**src/rtl/ecc_pkg.sv**
```systemverilog
// Purpose: shared constants, state codes and check-bit function for the memory ECC guard
// Assumes: 16-bit data halves with 6 check bits each, two halves per memory word
// Notes:   memory word layout is {chk_hi, data_hi, chk_lo, data_lo}
package ecc_pkg;

  // ---------------------------------------------------------------
  // widths and layout
  // ---------------------------------------------------------------
  localparam int DATA_W = 16;
  localparam int CHK_W  = 6;
  localparam int HALVES = 2;
  localparam int HALF_W = DATA_W + CHK_W;
  localparam int WORD_W = HALVES * HALF_W;
  localparam int BUS_W  = HALVES * DATA_W;
  localparam int BE_W   = BUS_W / 8;

  // ---------------------------------------------------------------
  // codes and reset values
  // ---------------------------------------------------------------
  localparam logic [3:0]        BE_LO     = 4'h3;  // aligned lower half
  localparam logic [3:0]        BE_HI     = 4'hC;  // aligned upper half
  localparam logic [3:0]        BE_ALL    = 4'hF;  // aligned full word
  localparam logic [1:0]        WMASK_ALL = 2'h3;
  localparam logic [WORD_W-1:0] INIT_WORD = {6'h3F, 16'h0000, 6'h3F, 16'h0000};
  localparam int                DEF_DEPTH = 1024;

  // row k of the code: check bit k covers data bits set in ECC_MASK[k]
  localparam logic [CHK_W-1:0][DATA_W-1:0] ECC_MASK =
    {16'h993C, 16'h3E8A, 16'hEE60, 16'hE1D1, 16'h13C7, 16'h443F};

  typedef enum logic [7:0] {
    ST_INIT      = 8'h01,
    ST_IDLE      = 8'h02,
    ST_RD_ISSUE  = 8'h04,
    ST_RD_CHECK  = 8'h08,
    ST_RMW_ISSUE = 8'h10,
    ST_RMW_CHECK = 8'h20,
    ST_DBG_ISSUE = 8'h40,
    ST_DBG_CHECK = 8'h80
  } ctrl_state_t;

  // inverted parity of masked data, one bit per mask
  function automatic logic [CHK_W-1:0] check_of(input logic [DATA_W-1:0] d);
    logic [CHK_W-1:0] c;
    c = '0;
    for (int k = 0; k < CHK_W; k++) begin
      c[k] = ~(^(d & ECC_MASK[k]));
    end
    return c;
  endfunction

endpackage

```
**src/rtl/ecc_half.sv**
```systemverilog
// Purpose: check, correct and encode one 16-bit half word
// Assumes: combinational only, used once per half by the controller
// Notes:   a nonzero syndrome matching no column and not one-hot is a double error
`timescale 1ns/10ps
module ecc_half (
  input  wire logic [ecc_pkg::DATA_W-1:0] rd_data,
  input  wire logic [ecc_pkg::CHK_W-1:0]  rd_check,
  input  wire logic [ecc_pkg::DATA_W-1:0] enc_data,
  output logic      [ecc_pkg::DATA_W-1:0] corr_data,
  output logic      [ecc_pkg::CHK_W-1:0]  enc_check,
  output logic                            single_err,
  output logic                            double_err
);

  logic [ecc_pkg::CHK_W-1:0] syndrome;
  logic [ecc_pkg::CHK_W-1:0] col;

  // ---------------------------------------------------------------
  // encoder for outgoing data
  // ---------------------------------------------------------------
  assign enc_check = ecc_pkg::check_of(enc_data);

  // ---------------------------------------------------------------
  // syndrome decode and single-bit correction
  // ---------------------------------------------------------------
  always_comb begin
    col        = '0;
    syndrome   = rd_check ^ ecc_pkg::check_of(rd_data);
    corr_data  = rd_data;
    single_err = 1'b0;
    double_err = 1'b0;
    if (syndrome != '0) begin
      if ($onehot(syndrome)) begin
        single_err = 1'b1;  // check bit itself flipped, data is good
      end else begin
        double_err = 1'b1;
        for (int i = 0; i < ecc_pkg::DATA_W; i++) begin
          for (int k = 0; k < ecc_pkg::CHK_W; k++) begin
            col[k] = ecc_pkg::ECC_MASK[k][i];
          end
          if (syndrome == col) begin
            corr_data[i] = ~rd_data[i];
            single_err   = 1'b1;
            double_err   = 1'b0;
          end
        end
      end
    end
  end

endmodule // ecc_half

```
**src/rtl/mem_ecc_controller.sv**
```systemverilog
// Purpose: ECC guard between bus initiators and a static memory array
// Assumes: memory samples its command on a clock edge and returns read data
//          in the cycle after that edge; one bus request in flight at a time
// Notes:   debug path runs only when the bus side is quiet
`timescale 1ns/10ps
// Function
// - check every ordinary read and return corrected data on a single-bit error
// - on a single-bit read error write the corrected word back unless disabled
// - set the single-error flag when an ordinary access sees a single-bit error
// - mark read data invalid on a double-bit error
// - after power-up fill all memory with zero data and valid check bits
// - block accesses and hold init-done low until the fill is complete
// - interrupt only for single-bit errors and only when enabled
// - check bits 0 to 2 are inverted parities over masks 443F, 13C7, E1D1
// - check bits 3 to 5 are inverted parities over masks EE60, 3E8A, 993C
// - debug accesses have lowest priority and wait for ordinary traffic
// - a debug request during the fill waits until the fill is done
// - with repair disabled reads still correct and flag but memory stays unchanged
// - ignore new debug commands while a debug command is still active
// - debug write stores raw data and check value, then clears its command
// - debug write is a plain half-word write with no check or error report
// - debug read loads raw data and raw check value, then clears its command
// - debug read never repairs, checks or reports errors
// - both debug commands set together run only the debug write
// - aligned 2- and 4-byte writes go straight in; others become read-modify-write
// - a double-bit error in the read phase blocks the write and reports an error
module mem_ecc_controller #(
  parameter int DEPTH = ecc_pkg::DEF_DEPTH,
  localparam int ADDR_W = $clog2(DEPTH)
) (
  input  wire logic                            clk_sys,
  input  wire logic                            rst_n,
  input  wire logic                            req_valid,
  output logic                                 req_ready,
  input  wire logic                            req_write,
  input  wire logic [ADDR_W-1:0]               req_addr,
  input  wire logic [ecc_pkg::BE_W-1:0]        req_be,
  input  wire logic [ecc_pkg::BUS_W-1:0]       req_wdata,
  output logic                                 rsp_valid,
  output logic      [ecc_pkg::BUS_W-1:0]       rsp_rdata,
  output logic                                 rsp_invalid,
  output logic                                 rsp_error,
  output logic                                 mem_en,
  output logic                                 mem_we,
  output logic      [ecc_pkg::HALVES-1:0]      mem_wmask,
  output logic      [ADDR_W-1:0]               mem_addr,
  output logic      [ecc_pkg::WORD_W-1:0]      mem_wdata,
  input  wire logic [ecc_pkg::WORD_W-1:0]      mem_rdata,
  input  wire logic                            read_repair_disable,
  input  wire logic                            single_error_irq_enable,
  input  wire logic                            single_error_flag_clear,
  output logic                                 single_error_flag,
  output logic                                 single_error_irq,
  output logic                                 init_done,
  input  wire logic                            debug_write_cmd_set,
  input  wire logic                            debug_read_cmd_set,
  input  wire logic [ADDR_W:0]                 debug_address_pointer,
  input  wire logic [ecc_pkg::DATA_W-1:0]      debug_data_word,
  input  wire logic [ecc_pkg::CHK_W-1:0]       debug_check_value,
  output logic                                 debug_write_cmd,
  output logic                                 debug_read_cmd,
  output logic      [ecc_pkg::DATA_W-1:0]      debug_data_reg,
  output logic      [ecc_pkg::CHK_W-1:0]       debug_check_reg
);

  // ---------------------------------------------------------------
  // elaboration check
  // ---------------------------------------------------------------
  if (DEPTH < 2) begin : g_bad_depth
    $error("DEPTH must be at least 2");
  end

  ecc_pkg::ctrl_state_t                             state;
  ecc_pkg::ctrl_state_t                             next_state;
  logic [ADDR_W-1:0]                                init_addr;
  logic [ecc_pkg::BE_W-1:0]                         hold_be;
  logic [ecc_pkg::BUS_W-1:0]                        hold_wdata;
  logic                                             dbg_half;
  logic [ecc_pkg::HALVES-1:0][ecc_pkg::DATA_W-1:0]  corr_data;
  logic [ecc_pkg::HALVES-1:0][ecc_pkg::DATA_W-1:0]  enc_data;
  logic [ecc_pkg::HALVES-1:0][ecc_pkg::CHK_W-1:0]   enc_check;
  logic [ecc_pkg::HALVES-1:0]                       half_sbe;
  logic [ecc_pkg::HALVES-1:0]                       half_dbe;
  logic [ecc_pkg::WORD_W-1:0]                       new_word;
  logic                                             any_sbe;
  logic                                             any_dbe;
  logic                                             take;
  logic                                             aligned_wr;
  logic                                             dbg_start;
  logic                                             init_last;
  logic                                             flag_set;
  logic                                             next_flag;

  // ---------------------------------------------------------------
  // per-half check and encode
  // ---------------------------------------------------------------
  for (genvar h = 0; h < ecc_pkg::HALVES; h++) begin : g_half
    ecc_half u_half (
      .rd_data    (mem_rdata[h*ecc_pkg::HALF_W +: ecc_pkg::DATA_W]),
      .rd_check   (mem_rdata[h*ecc_pkg::HALF_W+ecc_pkg::DATA_W +: ecc_pkg::CHK_W]),
      .enc_data   (enc_data[h]),
      .corr_data  (corr_data[h]),
      .enc_check  (enc_check[h]),
      .single_err (half_sbe[h]),
      .double_err (half_dbe[h])
    );
    assign new_word[h*ecc_pkg::HALF_W +: ecc_pkg::HALF_W] = {enc_check[h], enc_data[h]};
  end

  // data to encode depends on which write is being built
  always_comb begin
    for (int h = 0; h < ecc_pkg::HALVES; h++) begin
      for (int b = 0; b < 2; b++) begin
        if (state == ecc_pkg::ST_INIT) begin
          enc_data[h][b*8 +: 8] = 8'h00;
        end else if (state == ecc_pkg::ST_IDLE) begin
          enc_data[h][b*8 +: 8] = req_wdata[(2*h+b)*8 +: 8];
        end else if (state == ecc_pkg::ST_RMW_CHECK && hold_be[2*h+b]) begin
          enc_data[h][b*8 +: 8] = hold_wdata[(2*h+b)*8 +: 8];
        end else begin
          enc_data[h][b*8 +: 8] = corr_data[h][b*8 +: 8];
        end
      end
    end
  end

  // ---------------------------------------------------------------
  // request decode
  // ---------------------------------------------------------------
  assign any_sbe    = |half_sbe;
  assign any_dbe    = |half_dbe;
  assign take       = req_valid && req_ready;
  assign aligned_wr = req_write && (req_be inside {ecc_pkg::BE_LO, ecc_pkg::BE_HI,
                                                   ecc_pkg::BE_ALL});
  assign init_last  = (init_addr == ADDR_W'(DEPTH - 1));
  assign dbg_start  = (state == ecc_pkg::ST_IDLE) && (debug_write_cmd || debug_read_cmd)
                      && !req_valid;

  // ---------------------------------------------------------------
  // control state machine
  // ---------------------------------------------------------------
  always_comb begin
    next_state = state;
    unique case (state)
      ecc_pkg::ST_INIT: begin
        if (init_last) begin
          next_state = ecc_pkg::ST_IDLE;
        end
      end
      ecc_pkg::ST_IDLE: begin
        if (take && !aligned_wr) begin
          next_state = req_write ? ecc_pkg::ST_RMW_ISSUE : ecc_pkg::ST_RD_ISSUE;
        end else if (dbg_start) begin
          next_state = ecc_pkg::ST_DBG_ISSUE;
        end
      end
      ecc_pkg::ST_RD_ISSUE:  next_state = ecc_pkg::ST_RD_CHECK;
      ecc_pkg::ST_RMW_ISSUE: next_state = ecc_pkg::ST_RMW_CHECK;
      ecc_pkg::ST_RD_CHECK:  next_state = ecc_pkg::ST_IDLE;
      ecc_pkg::ST_RMW_CHECK: next_state = ecc_pkg::ST_IDLE;
      ecc_pkg::ST_DBG_ISSUE: begin
        next_state = debug_read_cmd ? ecc_pkg::ST_DBG_CHECK : ecc_pkg::ST_IDLE;
      end
      ecc_pkg::ST_DBG_CHECK: next_state = ecc_pkg::ST_IDLE;
      default:               next_state = ecc_pkg::ST_IDLE;
    endcase
  end

  // state, ready and init progress
  always_ff @(posedge clk_sys) begin
    if (!rst_n) begin
      state     <= ecc_pkg::ST_INIT;
      req_ready <= 1'b0;
      init_addr <= '0;
      init_done <= 1'b0;
    end else begin
      state     <= next_state;
      req_ready <= (next_state == ecc_pkg::ST_IDLE) && !dbg_start;
      if (state == ecc_pkg::ST_INIT) begin
        init_addr <= init_addr + 1'b1;
        init_done <= init_last;
      end
    end
  end

  // hold the request for the read-modify-write phase
  always_ff @(posedge clk_sys) begin
    if (!rst_n) begin
      hold_be    <= '0;
      hold_wdata <= '0;
      dbg_half   <= 1'b0;
    end else begin
      if (take) begin
        hold_be    <= req_be;
        hold_wdata <= req_wdata;
      end
      if (dbg_start) begin
        dbg_half <= debug_address_pointer[0];
      end
    end
  end

  // ---------------------------------------------------------------
  // memory command
  // ---------------------------------------------------------------
  always_ff @(posedge clk_sys) begin
    if (!rst_n) begin
      mem_en    <= 1'b0;
      mem_we    <= 1'b0;
      mem_wmask <= '0;
      mem_addr  <= '0;
      mem_wdata <= '0;
    end else begin
      mem_en <= 1'b0;
      mem_we <= 1'b0;
      unique case (state)
        ecc_pkg::ST_INIT: begin
          mem_en    <= 1'b1;
          mem_we    <= 1'b1;
          mem_wmask <= ecc_pkg::WMASK_ALL;
          mem_addr  <= init_addr;
          mem_wdata <= new_word;
        end
        ecc_pkg::ST_IDLE: begin
          if (take) begin
            mem_en    <= 1'b1;
            mem_we    <= aligned_wr;
            mem_wmask <= {req_be[2], req_be[0]};
            mem_addr  <= req_addr;
            mem_wdata <= new_word;
          end else if (dbg_start) begin
            mem_en    <= 1'b1;
            mem_we    <= debug_write_cmd;
            mem_wmask <= debug_address_pointer[0] ? 2'h2 : 2'h1;
            mem_addr  <= debug_address_pointer[ADDR_W:1];
            mem_wdata <= {debug_check_value, debug_data_word,
                          debug_check_value, debug_data_word};
          end
        end
        ecc_pkg::ST_RD_CHECK: begin
          if (any_sbe && !any_dbe && !read_repair_disable) begin
            mem_en    <= 1'b1;
            mem_we    <= 1'b1;
            mem_wmask <= ecc_pkg::WMASK_ALL;
            mem_wdata <= new_word;
          end
        end
        ecc_pkg::ST_RMW_CHECK: begin
          if (!any_dbe) begin
            mem_en    <= 1'b1;
            mem_we    <= 1'b1;
            mem_wmask <= ecc_pkg::WMASK_ALL;
            mem_wdata <= new_word;
          end
        end
        default: begin
        end
      endcase
    end
  end

  // ---------------------------------------------------------------
  // bus answer
  // ---------------------------------------------------------------
  always_ff @(posedge clk_sys) begin
    if (!rst_n) begin
      rsp_valid   <= 1'b0;
      rsp_rdata   <= '0;
      rsp_invalid <= 1'b0;
      rsp_error   <= 1'b0;
    end else begin
      rsp_valid   <= 1'b0;
      rsp_invalid <= 1'b0;
      rsp_error   <= 1'b0;
      if (state == ecc_pkg::ST_IDLE && take && aligned_wr) begin
        rsp_valid <= 1'b1;
      end else if (state == ecc_pkg::ST_RD_CHECK) begin
        rsp_valid   <= 1'b1;
        rsp_rdata   <= {corr_data[1], corr_data[0]};
        rsp_invalid <= any_dbe;
      end else if (state == ecc_pkg::ST_RMW_CHECK) begin
        rsp_valid <= 1'b1;
        rsp_error <= any_dbe;
      end
    end
  end

  // ---------------------------------------------------------------
  // single-error flag and interrupt
  // ---------------------------------------------------------------
  assign flag_set  = any_sbe && (state == ecc_pkg::ST_RD_CHECK
                                 || state == ecc_pkg::ST_RMW_CHECK);
  assign next_flag = flag_set || (single_error_flag && !single_error_flag_clear);

  always_ff @(posedge clk_sys) begin
    if (!rst_n) begin
      single_error_flag <= 1'b0;
      single_error_irq  <= 1'b0;
    end else begin
      single_error_flag <= next_flag;
      single_error_irq  <= next_flag && single_error_irq_enable;
    end
  end

  // ---------------------------------------------------------------
  // debug command bits and capture
  // ---------------------------------------------------------------
  always_ff @(posedge clk_sys) begin
    if (!rst_n) begin
      debug_write_cmd <= 1'b0;
      debug_read_cmd  <= 1'b0;
      debug_data_reg  <= '0;
      debug_check_reg <= '0;
    end else begin
      if (!debug_write_cmd && !debug_read_cmd) begin
        if (debug_write_cmd_set) begin
          debug_write_cmd <= 1'b1;
        end else if (debug_read_cmd_set) begin
          debug_read_cmd <= 1'b1;
        end
      end
      if (state == ecc_pkg::ST_DBG_ISSUE && debug_write_cmd) begin
        debug_write_cmd <= 1'b0;
      end
      if (state == ecc_pkg::ST_DBG_CHECK) begin
        debug_read_cmd  <= 1'b0;
        debug_data_reg  <= mem_rdata[dbg_half*ecc_pkg::HALF_W +: ecc_pkg::DATA_W];
        debug_check_reg <= mem_rdata[dbg_half*ecc_pkg::HALF_W+ecc_pkg::DATA_W
                                     +: ecc_pkg::CHK_W];
      end
    end
  end
endmodule // mem_ecc_controller

```
**config.mk**
```make
export PLATFORM = sky130hd
export DESIGN_NAME = mem_ecc_controller
export DESIGN_NICKNAME = d
export VERILOG_FILES = /design/src/rtl/ecc_pkg.sv /design/src/rtl/ecc_half.sv /design/src/rtl/mem_ecc_controller.sv
export SDC_FILE = /design/constraint.sdc
export NUM_CORES = 1
export LEC_CHECK = 0
export ABC_AREA = 1
export BUFFER_PORTS_ARGS = -buffer_cell sky130_fd_sc_hd__buf_2
export CAP_MARGIN = 5
export CORE_UTILIZATION = 40
export CTS_BUF_LIST = sky130_fd_sc_hd__clkbuf_8
export CTS_CLUSTER_SIZE = 30
export DETAILED_ROUTE_END_ITERATION = 7
export GPL_ROUTABILITY_DRIVEN = 0
export HOLD_SLACK_MARGIN = 0.03
export PLACE_DENSITY = 0.62
export SYNTH_ARGS = -nofsm -noshare
export SYNTH_HDL_FRONTEND = slang
export SYNTH_SLANG_ARGS = --single-unit
```
**constraint.sdc**
```tcl
create_clock -name clk_sys -period 9 [get_ports clk_sys]
set_input_delay 1.8 -clock clk_sys [delete_from_list [all_inputs] [get_ports clk_sys]]
set_output_delay 1.8 -clock clk_sys [all_outputs]
set_load 0.05 [all_outputs]
```
# Word level (Yosys, flattened, before mapping)

Index checks and enable logic that the tools add are counted.

Latch bits: 0
Flip-flop bits (word level): 176
Word-level logic and storage cells: 371
Memories: 0
Bits in read-only memories: 0
Bits in writable memories: 0
Output and inout bits: 121
Input bits: 132

Divide/modulo/power cells: 0
Reductions and logical operators: 70
Shift-type cells: 2
Multipliers: 1
Bitwise gates (word level): 63
Eq/ne operators: 50
Mux-type cells: 151
$lt $le $gt $ge: 0
Add/subtract/negate cells: 12

Operator list:

| operator              | count |
|---|---|
| $reduce_xor 16->1     | 24 |
| $mux 44               | 4 |
| $pmux 44 s4           | 1 |
| $mux 8                | 16 |
| $mux 1                | 113 |
| $eq 6x6->1 const B    | 16 |
| $mux 16               | 4 |
| $not 1->1             | 61 |
| $eq 6x5->1 const B    | 10 |
| $shiftx 44x7->16      | 1 |
| $shiftx 44x8->6       | 1 |
| $pmux 8 s5            | 1 |
| $eq 6x4->1 const B    | 4 |
| $mux 10               | 2 |
| $pmux 10 s2           | 1 |
| $logic_and 1x1->1     | 19 |
| $eq 8x2->1 const B    | 2 |
| $add 1x1->2           | 6 |
| $add 3x3->3           | 4 |
| $eq 6x3->1 const B    | 2 |
| $reduce_bool 6->1     | 2 |
| $xor 6x6->6           | 2 |
| $add 10x1->10 const B | 1 |
| $eq 10x10->1 const B  | 1 |
| other kinds (29)      | 51 |

# Logic depth before layout (Yosys ltp)

Gate-level depths: netlist of the first run.

Depth in word-level cells: 28
Gate-level depth with buffers: 36

# Cells and area by module

From an unflattened synthesis of the first run, not the netlist that was laid out.

Cells, all modules: 1,810
Area, all modules: 11,805.1 µm²

By module, submodules not included:

| module                       | area each (µm²) | instances | seq. area each (µm²) | cells each |
|---|---|---|---|---|
| mem_ecc_controller           | 8,209.1         | 1         | 3,523.4              | 1,207 |
| ecc_half at g_half[1].u_half | 1,895.6         | 1         | 0.0                  | 311 |
| ecc_half at g_half[0].u_half | 1,700.4         | 1         | 0.0                  | 292 |

# Worst setup path before layout of the first run

Ideal clock, no wire load.

Path kind: input to register
Start point: input port mem_rdata[1] (netlist name)
End point: register mem_wdata[19] (netlist name)
Library setup time: 0.070 ns
Data required time: 8.930 ns
Cell stages on the path: 30
Arrival: 5.693 ns
Setup slack: 3.238 ns
Buffers on the path: 3
Cells stage by stage: buf_2 xnor2_1 xor2_1 xor2_1 xor2_1 inv_1 ha_1 inv_1 fa_1 ha_1 inv_1 nand2_1 and3_1 clkbuf_2 inv_1 clkbuf_1 nand4_1 nand3_1 nand2_1 nand2_1 nand2_1 nand2_1 inv_1 nand2_1 nand2_1 nand2_1 nand2_1 nand2_1 nand3_1 a21oi_1

Cells in the longest elaborated chain, start to end: 28
Elaborated cells on any way between the ends: 95
Classes of those cells: add/sub: 4; eq/ne: 19; mux: 56; bitwise: 5; reduce/logical: 11

Ends and longest elaborated chain:

| item                            | RTL line                  | source |
|---|---|---|
| start: declaration              | mem_ecc_controller.sv:48  | `input wire logic [ecc_pkg::WORD_W-1:0] mem_rdata,` |
| $reduce_xor 16->1               | ecc_pkg.sv:47             | `c[k] = ~(^(d & ECC_MASK[k]));` |
| $not 1->1                       | ecc_pkg.sv:47             |  |
| $xor 6x6->6 (*)                 | ecc_half.sv:28            | `syndrome = rd_check ^ ecc_pkg::check_of(rd_data);` |
| $eq 6x3->1                      | ecc_half.sv:41            | `if (syndrome == col) begin` |
| $mux 1 (16 in series)           | ecc_half.sv:41            |  |
| $mux 1                          | ecc_half.sv:33            | `if ($onehot(syndrome)) begin` |
| $mux 1                          | ecc_half.sv:32            | `if (syndrome != '0) begin` |
| $reduce_or 2->1                 | mem_ecc_controller.sv:131 | `assign any_dbe = \|half_dbe;` |
| $logic_not 1->1                 | --                        |  |
| $logic_and 1x1->1 (2 in series) | mem_ecc_controller.sv:241 | `if (any_sbe && !any_dbe && !read_repair_disable) begin` |
| $ne 2x2->1 (no line)            | --                        |  |
| $reduce_and 4->1 (no line)      | --                        |  |
| end signal: assignment          | mem_ecc_controller.sv:236 | `mem_wdata <= {debug_check_value, debug_data_word,` |
| end signal: assignment          | mem_ecc_controller.sv:245 | `mem_wdata <= new_word;` |
| end signal: assignment          | mem_ecc_controller.sv:253 | `mem_wdata <= new_word;` |
| end: declaration                | mem_ecc_controller.sv:47  | `output logic [ecc_pkg::WORD_W-1:0] mem_wdata,` |

Every way passes the cells marked *; elsewhere a longest branch is shown, timed or not. The select of a mux whose other input is x is not followed.
A chain may end at the register's enable or synchronous reset.

# Worst setup path in the final report of the first run

Start point: input port mem_rdata[1] (netlist name)
End point: register mem_wdata[13] (netlist name)

Same word-level chain as after synthesis.

==> results of run 1 <==
## cells in the final DEF, fill, tap and decap left out, types with 3 or more instances in the layout
cell type    n
nand2_2     26
inv_4        3
clkinv_4     3
nand2_4      6
dfxtp_1    176
buf_2      251
nor4_2       3
a21oi_1    109
nand3_1    152
inv_6        3
nor2_2       4
nand2_1    607
nor2_4       4
nor2_1     233
inv_2       19
xnor2_1     32
clkbuf_8    17
inv_1      217
a31oi_1      4
a41oi_1     10
inv_8        4
a21boi_1     5
o211ai_1    27
ha_1        18
buf_4       13
xor2_1      38
o21ai_0    141
fa_1         4
o21ai_1     10
nand4_1     22
nor3_1       7
nand3_2      4
## stage by stage
stage | setup slack, ns | area [um2] | power (mW) | hold WS (ns) | utilization (%)
4_1_cts | 2.85 | 14000 | 3.33 | 0.476 | 47.0
6_report | 2.75 | 14100 | 3.33 | 0.478 | 47.0
2_1_floorplan | 3.24 | 12200 | 2.34 | 0.445 | -
3_5_place_dp | 2.35 | 13600 | 2.71 | 0.460 | 45.6
3_3_place_gp | 2.47 | 13600 | 2.68 | 0.455 | 45.6
5_1_grt | 2.23 | 14100 | 3.59 | 0.500 | 47.0
## per-layer routing
layer / up-vias / wire, um / GRT usage (%)
met1: 6060 / 18500 / 34.2
li1: 6745 / - / -
met2: 441 / 19400 / 43.8
met4: 6 / 942 / 7.72
met3: 69 / 2560 / 3.99
met5: - / 37 / 0
## area by class of cell
class,count,area (um2)
fill,3160,15800
inverter,239,905
clock buffer,17,234
multi-input combinational,1497,7350
tap,390,488
sequential,176,3520
clock inverter,15,194
antenna,2,5.00
timing repair buffer,264,1350
## worst max-delay path by stage
stage / start / end / slack (ns) / depth (start not counted)
floorplan: mem_rdata[1] / mem_wdata[19]$_SDFFE_PN0P_ / 3.24 / 30
global placement: mem_rdata[1] / mem_wdata[20]$_SDFFE_PN0P_ / 2.47 / 27
detailed placement: mem_rdata[1] / mem_wdata[22]$_SDFFE_PN0P_ / 2.35 / 27
CTS: mem_rdata[1] / mem_wdata[22]$_SDFFE_PN0P_ / 2.85 / 27
global route: mem_rdata[4] / mem_wdata[26]$_SDFFE_PN0P_ / 2.23 / 27
finish: mem_rdata[1] / mem_wdata[13]$_SDFFE_PN0P_ / 2.75 / 27
## worst min-delay path: stages, from the launching register on
cell and delay, ns:
dfxtp_1 0.33, nand2_1 0.06, a21oi_1 0.05
## logic make-up (layout without fill, tap and decap cells)
| kind of cell | after synthesis | count (layout) | synth area share, % |
|---|---|---|---|
| other cells | 0 | 2 | 0 |
| simple gates | 1083 | 1083 | 37.8 |
| fa+ha+maj | 22 | 22 | 2.49 |
| buf+inv | 336 | 535 | 11.3 |
| xor+xnor | 70 | 70 | 5.01 |
| compound gates | 322 | 322 | 14.6 |
| flops | 176 | 176 | 28.8 |
## power by group through the flow
stage          Combinational [mW]  Sequential (mW)  Clock, mW
2_1_floorplan                1.14             1.20          0
3_5_place_dp                 1.77            0.945          0
6_report                     1.79            0.927      0.618
5_1_grt                      2.00            0.939      0.660
3_3_place_gp                 1.73            0.945          0
4_1_cts                      1.77            0.928      0.631
==> results by stage, run 1 <==
STA:
- At the pin with the least slew margin, the transition time is 1.11 ns.
- The final-layout setup total negative slack is 0 ns.
- For the final database, setup skew stands at 0.0225 ns.
- The count of final hold-check violations is 0.
- Setup repair after global routing left no endpoint under its margin.
- The smallest clock period supported by the final layout is computed as 6.25 ns.
- Setup violations remaining at the end of the flow were counted as 0.
- The relative slew slack is 25.7%.
- The share of the cycle needed by the critical path after routing is 69.5%.
- The final-report max-slew violation count is 0.
- Timing would allow up to 160 MHz.

Worst hold path:
- The type of the worst min-delay path is reg -> reg.
- The worst hold path was traced through 2 stages.
- The startpoint of the most critical hold path is hold_be[0]$_SDFFE_PN0P_.
- The worst hold path terminates at hold_be[0]$_SDFFE_PN0P_.

Critical path:
- The delay of the slowest critical-path stage is 0.49 ns.
- The largest fanout on the critical path is 60.
- The worst setup path is captured at a register.
- The critical path class is in -> reg.
- The number of buffers and inverters on the critical path is 6.
- The slowest library cell on the worst path is inv_4.
- The family of cells with the greatest summed delay on the critical path is simple AND/OR/NAND/NOR gates.
- The type of element launching the critical path is an input pin.
- The cell depth of the worst flop-to-flop path is 19.
- Data arrives at the worst endpoint at 6.64 ns.
- The worst register-to-register path ends at mem_wdata[20]$_SDFFE_PN0P_.
- The startpoint identified for the worst register-to-register timing path is state[6]$_SDFF_PN0_.
- Setup slack on the worst reg-to-reg path comes out at 5.71 ns.
- The required time at the worst-slack endpoint is 9.39 ns.

Floorplan:
- The die covers 0.0313 mm2.
- The boundary pin count is 253.
- The core box area is 0.0299 mm2.
- The initial standard-cell utilization of the core is 41.0%.
- The height of the die is 177 um.
- The width of the die is 177 um.
- The row count is 63.

Power and ir drop:
- The net switching component of the power is 1.71 mW.
- Combinational logic burns 53.6% of the power.
- The internal power component is 1.63 mW.
- Net switching is 51.2% of the power.
- The worst-case IR drop observed on VDD is 116 uV.
- In this run the power density over the cells is 237 mW/mm2.
- The leakage component of the power is 7.69 nW.
- Of the total power, registers draw 27.8%.
- The clock network burns 18.5% of the power.

Clock network:
- In this run, post-CTS hold repair placed 0 buffers.
- The H-tree was split into 4 levels.
- The master cell of the clock root buffer is clkbuf_8.
- The number of setup buffers added after CTS is 0.
- After clock tree synthesis, the clock-pin slew on the worst setup and hold paths is 0.11 ns.
- TritonCTS created 17 clock buffers.
- The post-cts gate resize count is 0.
- The maximum count of clock buffers along a single path is 2.
- For the worst-skew pair, the clock arrives at the later sink with an insertion delay of 0.48 ns.
- TritonCTS built the clock tree.
- Clock tree synthesis found a total of 176 sinks.

Final layout:
- The register with the most flip-flops is mem_wdata.
- The number of cells in the finished layout apart from fillers is 2600.
- In the final layout, the registers with the most flip-flops are mem_wdata: 44 flops, hold_wdata: 32 flops, rsp_rdata: 32 flops.
- Of the cells placed in the final design, the portion with a size suffix greater than 1 is 17.1%.
- The register with the most flip-flops in the layout has 44 of them.
- The post-synthesis to final-layout area growth is 14.8%.
- The final layout net count is 2349.

Synth:
- In this run, synthesis inferred 0 flip-flops with an integrated enable.
- In the synthesized netlist, the cells that appear most often are nand2_1 (607), nor2_1 (234), inv_1 (216).
- The most frequently used cell type in the post-synthesis netlist is nand2_1.
- The share of synthesized area occupied by flip-flops and latches is 28.8%.
- The fraction of synthesized cell area taken by the top area cell type is 28.8%.
- The total number of yosys warnings is 0.
- The number of storage elements in the synthesis netlist is 176.
- Ranked by total cell area, the synthesized netlist is headed by dfxtp_1 (29%), nand2_1 (19%), nor2_1 (7.2%).
- The netlist uses 54 different library cells.
- The commonest register cell after synthesis is dfxtp_1.
- After synthesis, the share of flip-flops with an asynchronous set or reset is 0%.
- Synthesis produced a netlist whose cell count is 2009.
- The mean instance size in the synthesized netlist is 6.09 um2.
- When the netlist entered floorplanning its net count stood at 2163.
- The post-synthesis instance area is 0.0122 mm2.
- The biggest area contributor in the post-synthesis netlist is dfxtp_1.

Drt:
- The total number of vias is 13321.
- The detailed-route DRC error count is 0.
- The first routing iteration left 1207 violations.
- The first-pass detailed-route iteration total is 8.
- In the final routed layout, each cell accounts on average for 15.9 um.
- The total detailed-routing wirelength is 41400 um.
- The final antenna-violating net count is 0.
- After detailed routing, the number of vias per cell comes to 5.12.

GRT:
- The number of global-route vias before repair was 11864.
- The initial antenna violation count is 6.
- The maximum number of pins on one net before global-route repair is 114.
- The first global-routing pass estimated 63700 um of wire.
- The global router's overall resource usage is 26.1%.
- Summed over all layers, the global routing overflow is 0.

Outcome:
- The flow ran to the end, and the final reports show no timing, DRC or antenna violations.

Placed design:
- The number of buffers inserted by port buffering is 252.
- The HPWL after detailed placement is 31800 um.
- The cell count after placement is 2566.

Job:
- The tool flagged a number of max-cap violations equal to 0.
Power figures use the tool's default switching activity.
==> run 2: changes to the inputs <==
clock period = 6.3 ns   (was 9 ns; I/O delays follow)
==> run 2 against run 1 <==
- die area unchanged
- highest routed layer unchanged
- critical path type unchanged
- sequential power up 42%
- largest cell class unchanged
- non-clock buffer count up 2
- setup slack worse by 1.8 ns
==> results by stage, run 2 (same netlist as run 1, synthesis figures left out) <==
Outcome:
- The flow ran to the end, and the final reports show no timing, DRC or antenna violations.

Drt:
- The routed design has 40800 um of wire.
- The first-pass detailed-route iteration total is 6.
- The initial detailed-routing violation count is 1174.
- Dividing the detail-routed via count by the number of cells gives 5.15.
- In the routed design, unresolved DRC markers number 0.
- Dividing the detail-routed wire length by the instance count gives 15.7 um.
- The count of nets left with antenna violations once routing finished came out at 0.
- The total number of vias is 13405.

Placed design:
- The worst setup timing slack at the placement stage is 0.511 ns.
- After detailed placement, the total cell area comes to 0.0136 mm2.
- After legalization and detailed placement, the total HPWL measured 31800 um.
- Buffers placed on the I/O ports in this run total 252.

Clock network:
- The number of setup buffers added after CTS is 0.
- TritonCTS built the clock tree.
- After clock tree synthesis, the clock-pin slew on the worst setup and hold paths is 0.10 ns.
- The maximum count of clock buffers along a single path is 2.
- The number of clock buffers inserted by TritonCTS is 17.
- The total number of H-tree levels is 4.
- The CTS sink count is 176.
- The master cell of the clock root buffer is clkbuf_8.
- The number of hold buffers added after cts is 0.
- The post-cts gate resize count is 0.
- The clock insertion delay at the later pin of the skew report is 0.49 ns.

Final layout:
- The library cell used most frequently in the layout, excluding fill and tap cells, is nand2_1.
- The share of post-route cells with drive strength above 1 is 17.1%.
- The top cell types in the final layout, fill and taps aside, are nand2_1 (607), buf_2 (251), nor2_1 (233).
- The largest registers in the layout are mem_wdata: 44 flops, hold_wdata: 32 flops, rsp_rdata: 32 flops.
- After routing the design area is 0.0141 mm2.
- Compared with the post-synthesis result, the final layout area differs by 14.8%.
- The register with the most flip-flops is mem_wdata.
- The final layout net count is 2351.
- The flip-flop count of the largest register after layout is 44.

Critical path:
- The type of element launching the critical path is an input pin.
- The startpoint of the most critical setup path is mem_rdata[1].
- The worst setup path is captured at a register.
- The cell depth of the worst flop-to-flop path is 14.
- The critical path class is in -> reg.
- At the worst endpoint, the required time is 6.67 ns.
- The arrival time at the worst endpoint is 5.71 ns.
- The largest fanout on the critical path is 16.
- The worst register-to-register path begins at state[4]$_SDFF_PN0_.
- The end of the worst register-to-register path is mem_wdata[30]$_SDFFE_PN0P_.
- The setup slack of the worst register-to-register path is 3.02 ns.

GRT:
- The number of global-route vias before repair is 12007.
- For this run the aggregate overflow at the end of global routing stands at 0.
- The global router's overall resource usage is 26.2%.
- The first global-routing pass estimated 64300 um of wire.
- Entering global routing, the biggest net connects 113 pins.
- The initial antenna violation count is 6.

STA:
- For this run, the top clock speed supported by timing is 187 MHz.
- The worst clock skew is 0.0183 ns.
- Setup repair after global routing left no endpoint under its margin.
- At the pin with the least slew margin, the transition time is 1.09 ns.
- The final-layout setup total negative slack is 0 ns.
- Setup violations remaining at the end of the flow were counted as 0.
- In the post-route analysis, the smallest setup slack over all paths is 0.962 ns.
- The final-report max-slew violation count came to 0.
- The final critical path takes up 84.7% of the cycle.
- The worst hold-check slack is 0.473 ns.
- Headroom to the max-slew limit came out at 27.3%.
- The time the final worst path needs with I/O delays and setup is 5.34 ns.
- The count of final hold-check violations came to 0.

Floorplan:
- The initial standard-cell utilization of the core is 41.0%.
- The height of the die is 177 um.
- The core box area is 0.0299 mm2.
- The row count is 63.
- The die is 177 um wide.
- For this design the top-level I/O count stands at 253.
- The die area is 0.0313 mm2.

Worst hold path:
- The tightest min-delay check is of the reg -> reg type.
- The startpoint of the most critical hold path is hold_be[0]$_SDFFE_PN0P_.
- The path with the worst hold slack has its endpoint at hold_be[0]$_SDFFE_PN0P_.
- Along the worst hold path, the cell count comes to 2.

Job:
- Across the run, the number of max-cap violations was 0.

Power and ir drop:
- In this run the static leakage power is 7.68 nW.
- Dividing total power by cell area gives a power density of 337 mW/mm2.
- IR analysis of the VDD net gives a maximum drop of 162 uV.
run 2: changes by cell type in the layout (fill, tap and decap cells not counted), sizes merged:
cell / before / now
buf: 264 / 266
clkinv: 6 / 4
clkinvlp: 0 / 2
run 2: worst max path at each step:
stage,end,cells after the start
final,mem_wdata[20]$_SDFFE_PN0P_,28
after global routing,mem_wdata[6]$_SDFFE_PN0P_,26
after CTS,mem_wdata[6]$_SDFFE_PN0P_,26
after detailed placement,mem_wdata[30]$_SDFFE_PN0P_,26
after global placement,mem_wdata[6]$_SDFFE_PN0P_,24
after floorplan,mem_wdata[19]$_SDFFE_PN0P_,30
run 2: through the flow:
step	power [mW]	utilization, %	std cells
after global placement	3.86	45.6	2568
after floorplan	3.35	-	2009
after CTS	4.75	47.0	2600
after detailed placement	3.90	45.6	2568
final	4.74	47.0	2602
after global routing	5.13	47.0	2601
run 2: power by group:
part / internal [mW] / switching [mW]
Sequential: 1.25 / 0.0749
Clock: 0.367 / 0.485
Combinational: 0.721 / 1.84
run 2: metal layers:
| metal | wire length [um] | track usage (%) | vias up | share of wire [%] |
|---|---|---|---|---|
| met5 | 49 | 0 | - | 0.12 |
| met4 | 1240 | 9.02 | 8 | 3.0 |
| met3 | 2550 | 4.60 | 87 | 6.3 |
| met2 | 19000 | 43.1 | 463 | 47 |
| met1 | 18000 | 34.1 | 6110 | 44 |
| li1 | - | - | 6737 | - |
run 2: area by class of cell:
class                   count  area [um2]
inverters                 239         905
diodes                      2        5.00
multi-input cells        1497        7350
well taps                 390         488
flip-flops and latches    176        3520
clock buffers              17         234
fillers                  3157       15800
clock inverters            15         178
repair buffers            266        1370
run 2: critical path, stage by stage:
cell	delay [ns]
buf_2	0.16
xnor2_1	0.22
xor2_1	0.27
xor2_1	0.20
xor2_1	0.27
inv_1	0.11
ha_1	0.28
inv_1	0.05
fa_1	0.41
ha_1	0.19
inv_1	0.07
nand2_1	0.04
and3_1	0.18
inv_1	0.36
buf_4	0.25
nand4_1	0.10
nand2_1	0.09
nand3_1	0.13
a21boi_1	0.31
nand2_1	0.16
nand2_1	0.12
nand2_1	0.05
nand2_1	0.07
nand2_1	0.07
nand2_1	0.08
nand3_1	0.06
nand3_1	0.07
a21oi_1	0.06
==> run 3: changes to the inputs <==
PLACE_DENSITY = 0.65   (was 0.62)
clock period = 4.5 ns   (was 6.3 ns; I/O delays follow)
==> run 3 against run 2 <==
- sequential power grew 41%
- largest power group unchanged
- highest routed layer unchanged
- clock power grew 30%
- largest cell class unchanged
- via count grew 6.1%
==> results by stage, run 3 (same netlist as run 1, synthesis figures left out) <==
GRT:
- The leftover overflow at the end of global routing is 0.
- Global routing used 45.9% of the available met2 tracks.
- The number of global-route vias before repair is 12885.
- The layer with the highest usage after global routing is met2.
- The maximum number of pins on one net before global-route repair is 68.
- The global-route wire length before repair is 66200 um.
- In the global route stage, overall resource usage came out at 26.9%.
- The initial antenna violation count is 8.
- The met3 usage in global routing is 5.20%.
- For this run, global-route usage on met1 was measured as 33.7%.

Worst hold path:
- The min-delay analysis places its worst path in the category reg -> reg.
- The hold-critical path endpoint is hold_be[0]$_SDFFE_PN0P_.
- Along the worst hold path, the cell count comes to 2.
- The startpoint of the most critical hold path is hold_be[0]$_SDFFE_PN0P_.

Final layout:
- The most common cell after layout, fill and taps aside is nand2_1.
- After the flow finishes, the layout carries non-filler instances totaling 2799.
- In the layout the commonest cells are nand2_1 (567), buf_2 (250), nor2_1 (232).
- After the last flow step, the layout net total stands at 2547.
- In the final layout, the registers with the most flip-flops are mem_wdata: 44 flops, hold_wdata: 32 flops, rsp_rdata: 32 flops.
- The register with the most flip-flops is mem_wdata.
- Relative to the synthesized area, the layout overhead comes to 30.3%.
- The flip-flop count of the largest register after layout is 44.
- Of the cells placed in the final design, the portion with a size suffix greater than 1 is 27.5%.

STA:
- Setup violations remaining at the end of the flow were counted as 0.
- The relative slew slack is 44.0%.
- The final-report max-slew violation count is 0.
- The measured slew at the worst slew-check pin is 0.839 ns.
- Derived from the worst setup path, the maximum achievable clock frequency is 233 MHz.
- Setup repair after global routing could not meet its margin everywhere.
- For the finished layout, the period the worst path requires is 4.30 ns.
- The count of final hold-check violations is 0.
- Final hold analysis gives a worst-case slack of 0.468 ns.
- In the finished design, the share of the clock period the worst path needs comes to 95.5%.
- The worst clock skew is 0.0165 ns.

Floorplan:
- The initial standard-cell utilization of the core is 41.0%.
- The die is 177 um tall.
- The core box area is 0.0299 mm2.
- The boundary pin count is 253.
- The floorplan has 63 rows.
- In this run the horizontal extent of the chip is 177 um.
- The die covers 0.0313 mm2.

Clock network:
- The number of hold buffers added after cts is 0.
- In this run the clock root is driven by a clkbuf_8.
- The CTS sink count is 176.
- Clock tree synthesis inserted a total of 17 buffers.
- Counting along the longest clock path gives a buffer depth of 2.
- After clock tree synthesis, the clock-pin slew on the worst setup and hold paths is 0.09 ns.
- Clock latency on the worst-skew pair, taken at its later pin, is 0.50 ns.
- TritonCTS built the clock tree.
- CTS built an H-tree with a depth of 4.

Critical path:
- The startpoint identified for the worst register-to-register timing path is state[4]$_SDFF_PN0_.
- The largest fanout on the critical path is 10.
- The required time at the worst-slack endpoint is 4.93 ns.
- The type of element launching the critical path is an input pin.
- In this run the register-to-register setup slack is 1.31 ns.
- The critical path class is in -> reg.
- The arrival time at the worst endpoint is 4.73 ns.
- In this run the critical register-to-register path is captured at mem_wdata[17]$_SDFFE_PN0P_.
- The type of destination of the critical path is a register.
- Counting cells, the worst reg-to-reg path comes to 20.

Power and ir drop:
- Registers are responsible for 24.9% of the overall power.
- The total power is 7.47 mW.
- The analysis attributes to cell leakage a power of 8.74 nW.
- The combinational group share of total power is 60.3%.
- In this run switching power makes up 49.1% of total power.
- The worst-case vdd ir drop is 259 uV.
- The share of total power dissipated in the clock network is 14.9%.
- The internal portion of the total power is 3.80 mW.
- The net switching component of the power is 3.66 mW.
- The power density over the cells is 468 mW/mm2.

Drt:
- The detailed-route DRC error count is 0.
- The mean routed wirelength per cell is 15.3 um.
- The detail route stage leaves a number of antenna-violating nets equal to 0.
- The total detailed-routing wirelength is 42700 um.
- For this block, the via count after detailed routing is 14219.
- The first detailed-routing pass ran for 5 iterations.
- After the first detailed-routing iteration, the DRC count stood at 1052.
- The vias per cell is 5.08.

Placed design:
- Once placement completed, the tool counted placed cells totaling 2758.
- Buffers placed on the I/O ports in this run total 252.
- After legalization and detailed placement, the total HPWL measured 33500 um.

Outcome:
- The run finished with clean final reports.

Job:
- The max-cap violation count is 0.
## run 3: changes by cell type in the layout (fill, tap and decap cells not counted), sizes merged
cell      delta
buf        +192
clkinv       +4
inv          -4
clkbuf       +2
clkinvlp     +1
diode        +1
nand2        +1
## run 3: what timing repair did
action                                  in CTS  in global routing
resized for setup                            2                110
pin swaps                                    1                 41
gates cloned                                 0                  3
endpoints found under the setup margin       4                 46
buffers inserted                             0                  3
## run 3: worst max-delay path by stage
stage	from	to	slack, ns
floorplan	mem_rdata[1]	mem_wdata[19]$_SDFFE_PN0P_	-0.01
global placement	mem_rdata[22]	mem_wdata[43]$_SDFFE_PN0P_	-0.39
detailed placement	mem_rdata[37]	mem_wdata[40]$_SDFFE_PN0P_	-0.56
CTS	mem_rdata[37]	mem_wdata[39]$_SDFFE_PN0P_	0.05
global route	mem_rdata[22]	mem_wdata[39]$_SDFFE_PN0P_	-0.09
finish	mem_rdata[22]	mem_wdata[39]$_SDFFE_PN0P_	0.20
## run 3: through the flow
stage	instance area [um2]	setup TNS (ns)	setup WS, ns	util [%]
after CTS	15500	0	0.0519	51.9
after global placement	15100	-12.07	-0.394	50.6
final	16000	0	0.202	53.4
after floorplan	12300	-0.0107	-0.0107	-
after global routing	16000	-1.67	-0.0942	53.4
after detailed placement	15100	-19.61	-0.565	50.6
## run 3: area by class of cell
class                           instances  area [um2]
Timing Repair inverter                  2        25.0
Timing Repair Buffer                  459        2860
Multi-Input combinational cell       1498        7750
Fill cell                            2994       13900
Clock inverter                         14         129
Clock buffer                           18         248
Tap cell                              390         488
Antenna cell                            3        7.51
Inverter                              239         930
Sequential cell                       176        3520
## run 3: metal layers
layer	routed length, um	up-vias
li1	-	7148
met1	18300	6560
met2	20700	433
met3	2610	70
met4	1040	8
met5	54	-
## run 3: power groups by stage
stage                     registers (mW)  logic (mW)  clock network, mW
after floorplan                     2.40        2.37                  0
after global placement              1.89        3.93                  0
after detailed placement            1.89        3.99                  0
after CTS                           1.86        4.02               1.13
after global routing                1.88        4.94               1.19
final                               1.86        4.50               1.11
## run 3: critical path, stage by stage
cell and delay [ns]:
buf_2 0.11, xnor2_1 0.17, xor2_1 0.23, xor2_1 0.22
xor2_1 0.27, buf_4 0.16, ha_1 0.19, fa_1 0.41
ha_1 0.30, nor2_1 0.12, and3_4 0.22, clkinv_4 0.10
nand2_8 0.12, nor2_1 0.05, nand2_1 0.07, nand3_1 0.15
nand2_2 0.13, nand2_2 0.12, xnor2_2 0.22, nand3_1 0.13
nand3_1 0.10, nand3_1 0.09, a21oi_1 0.13
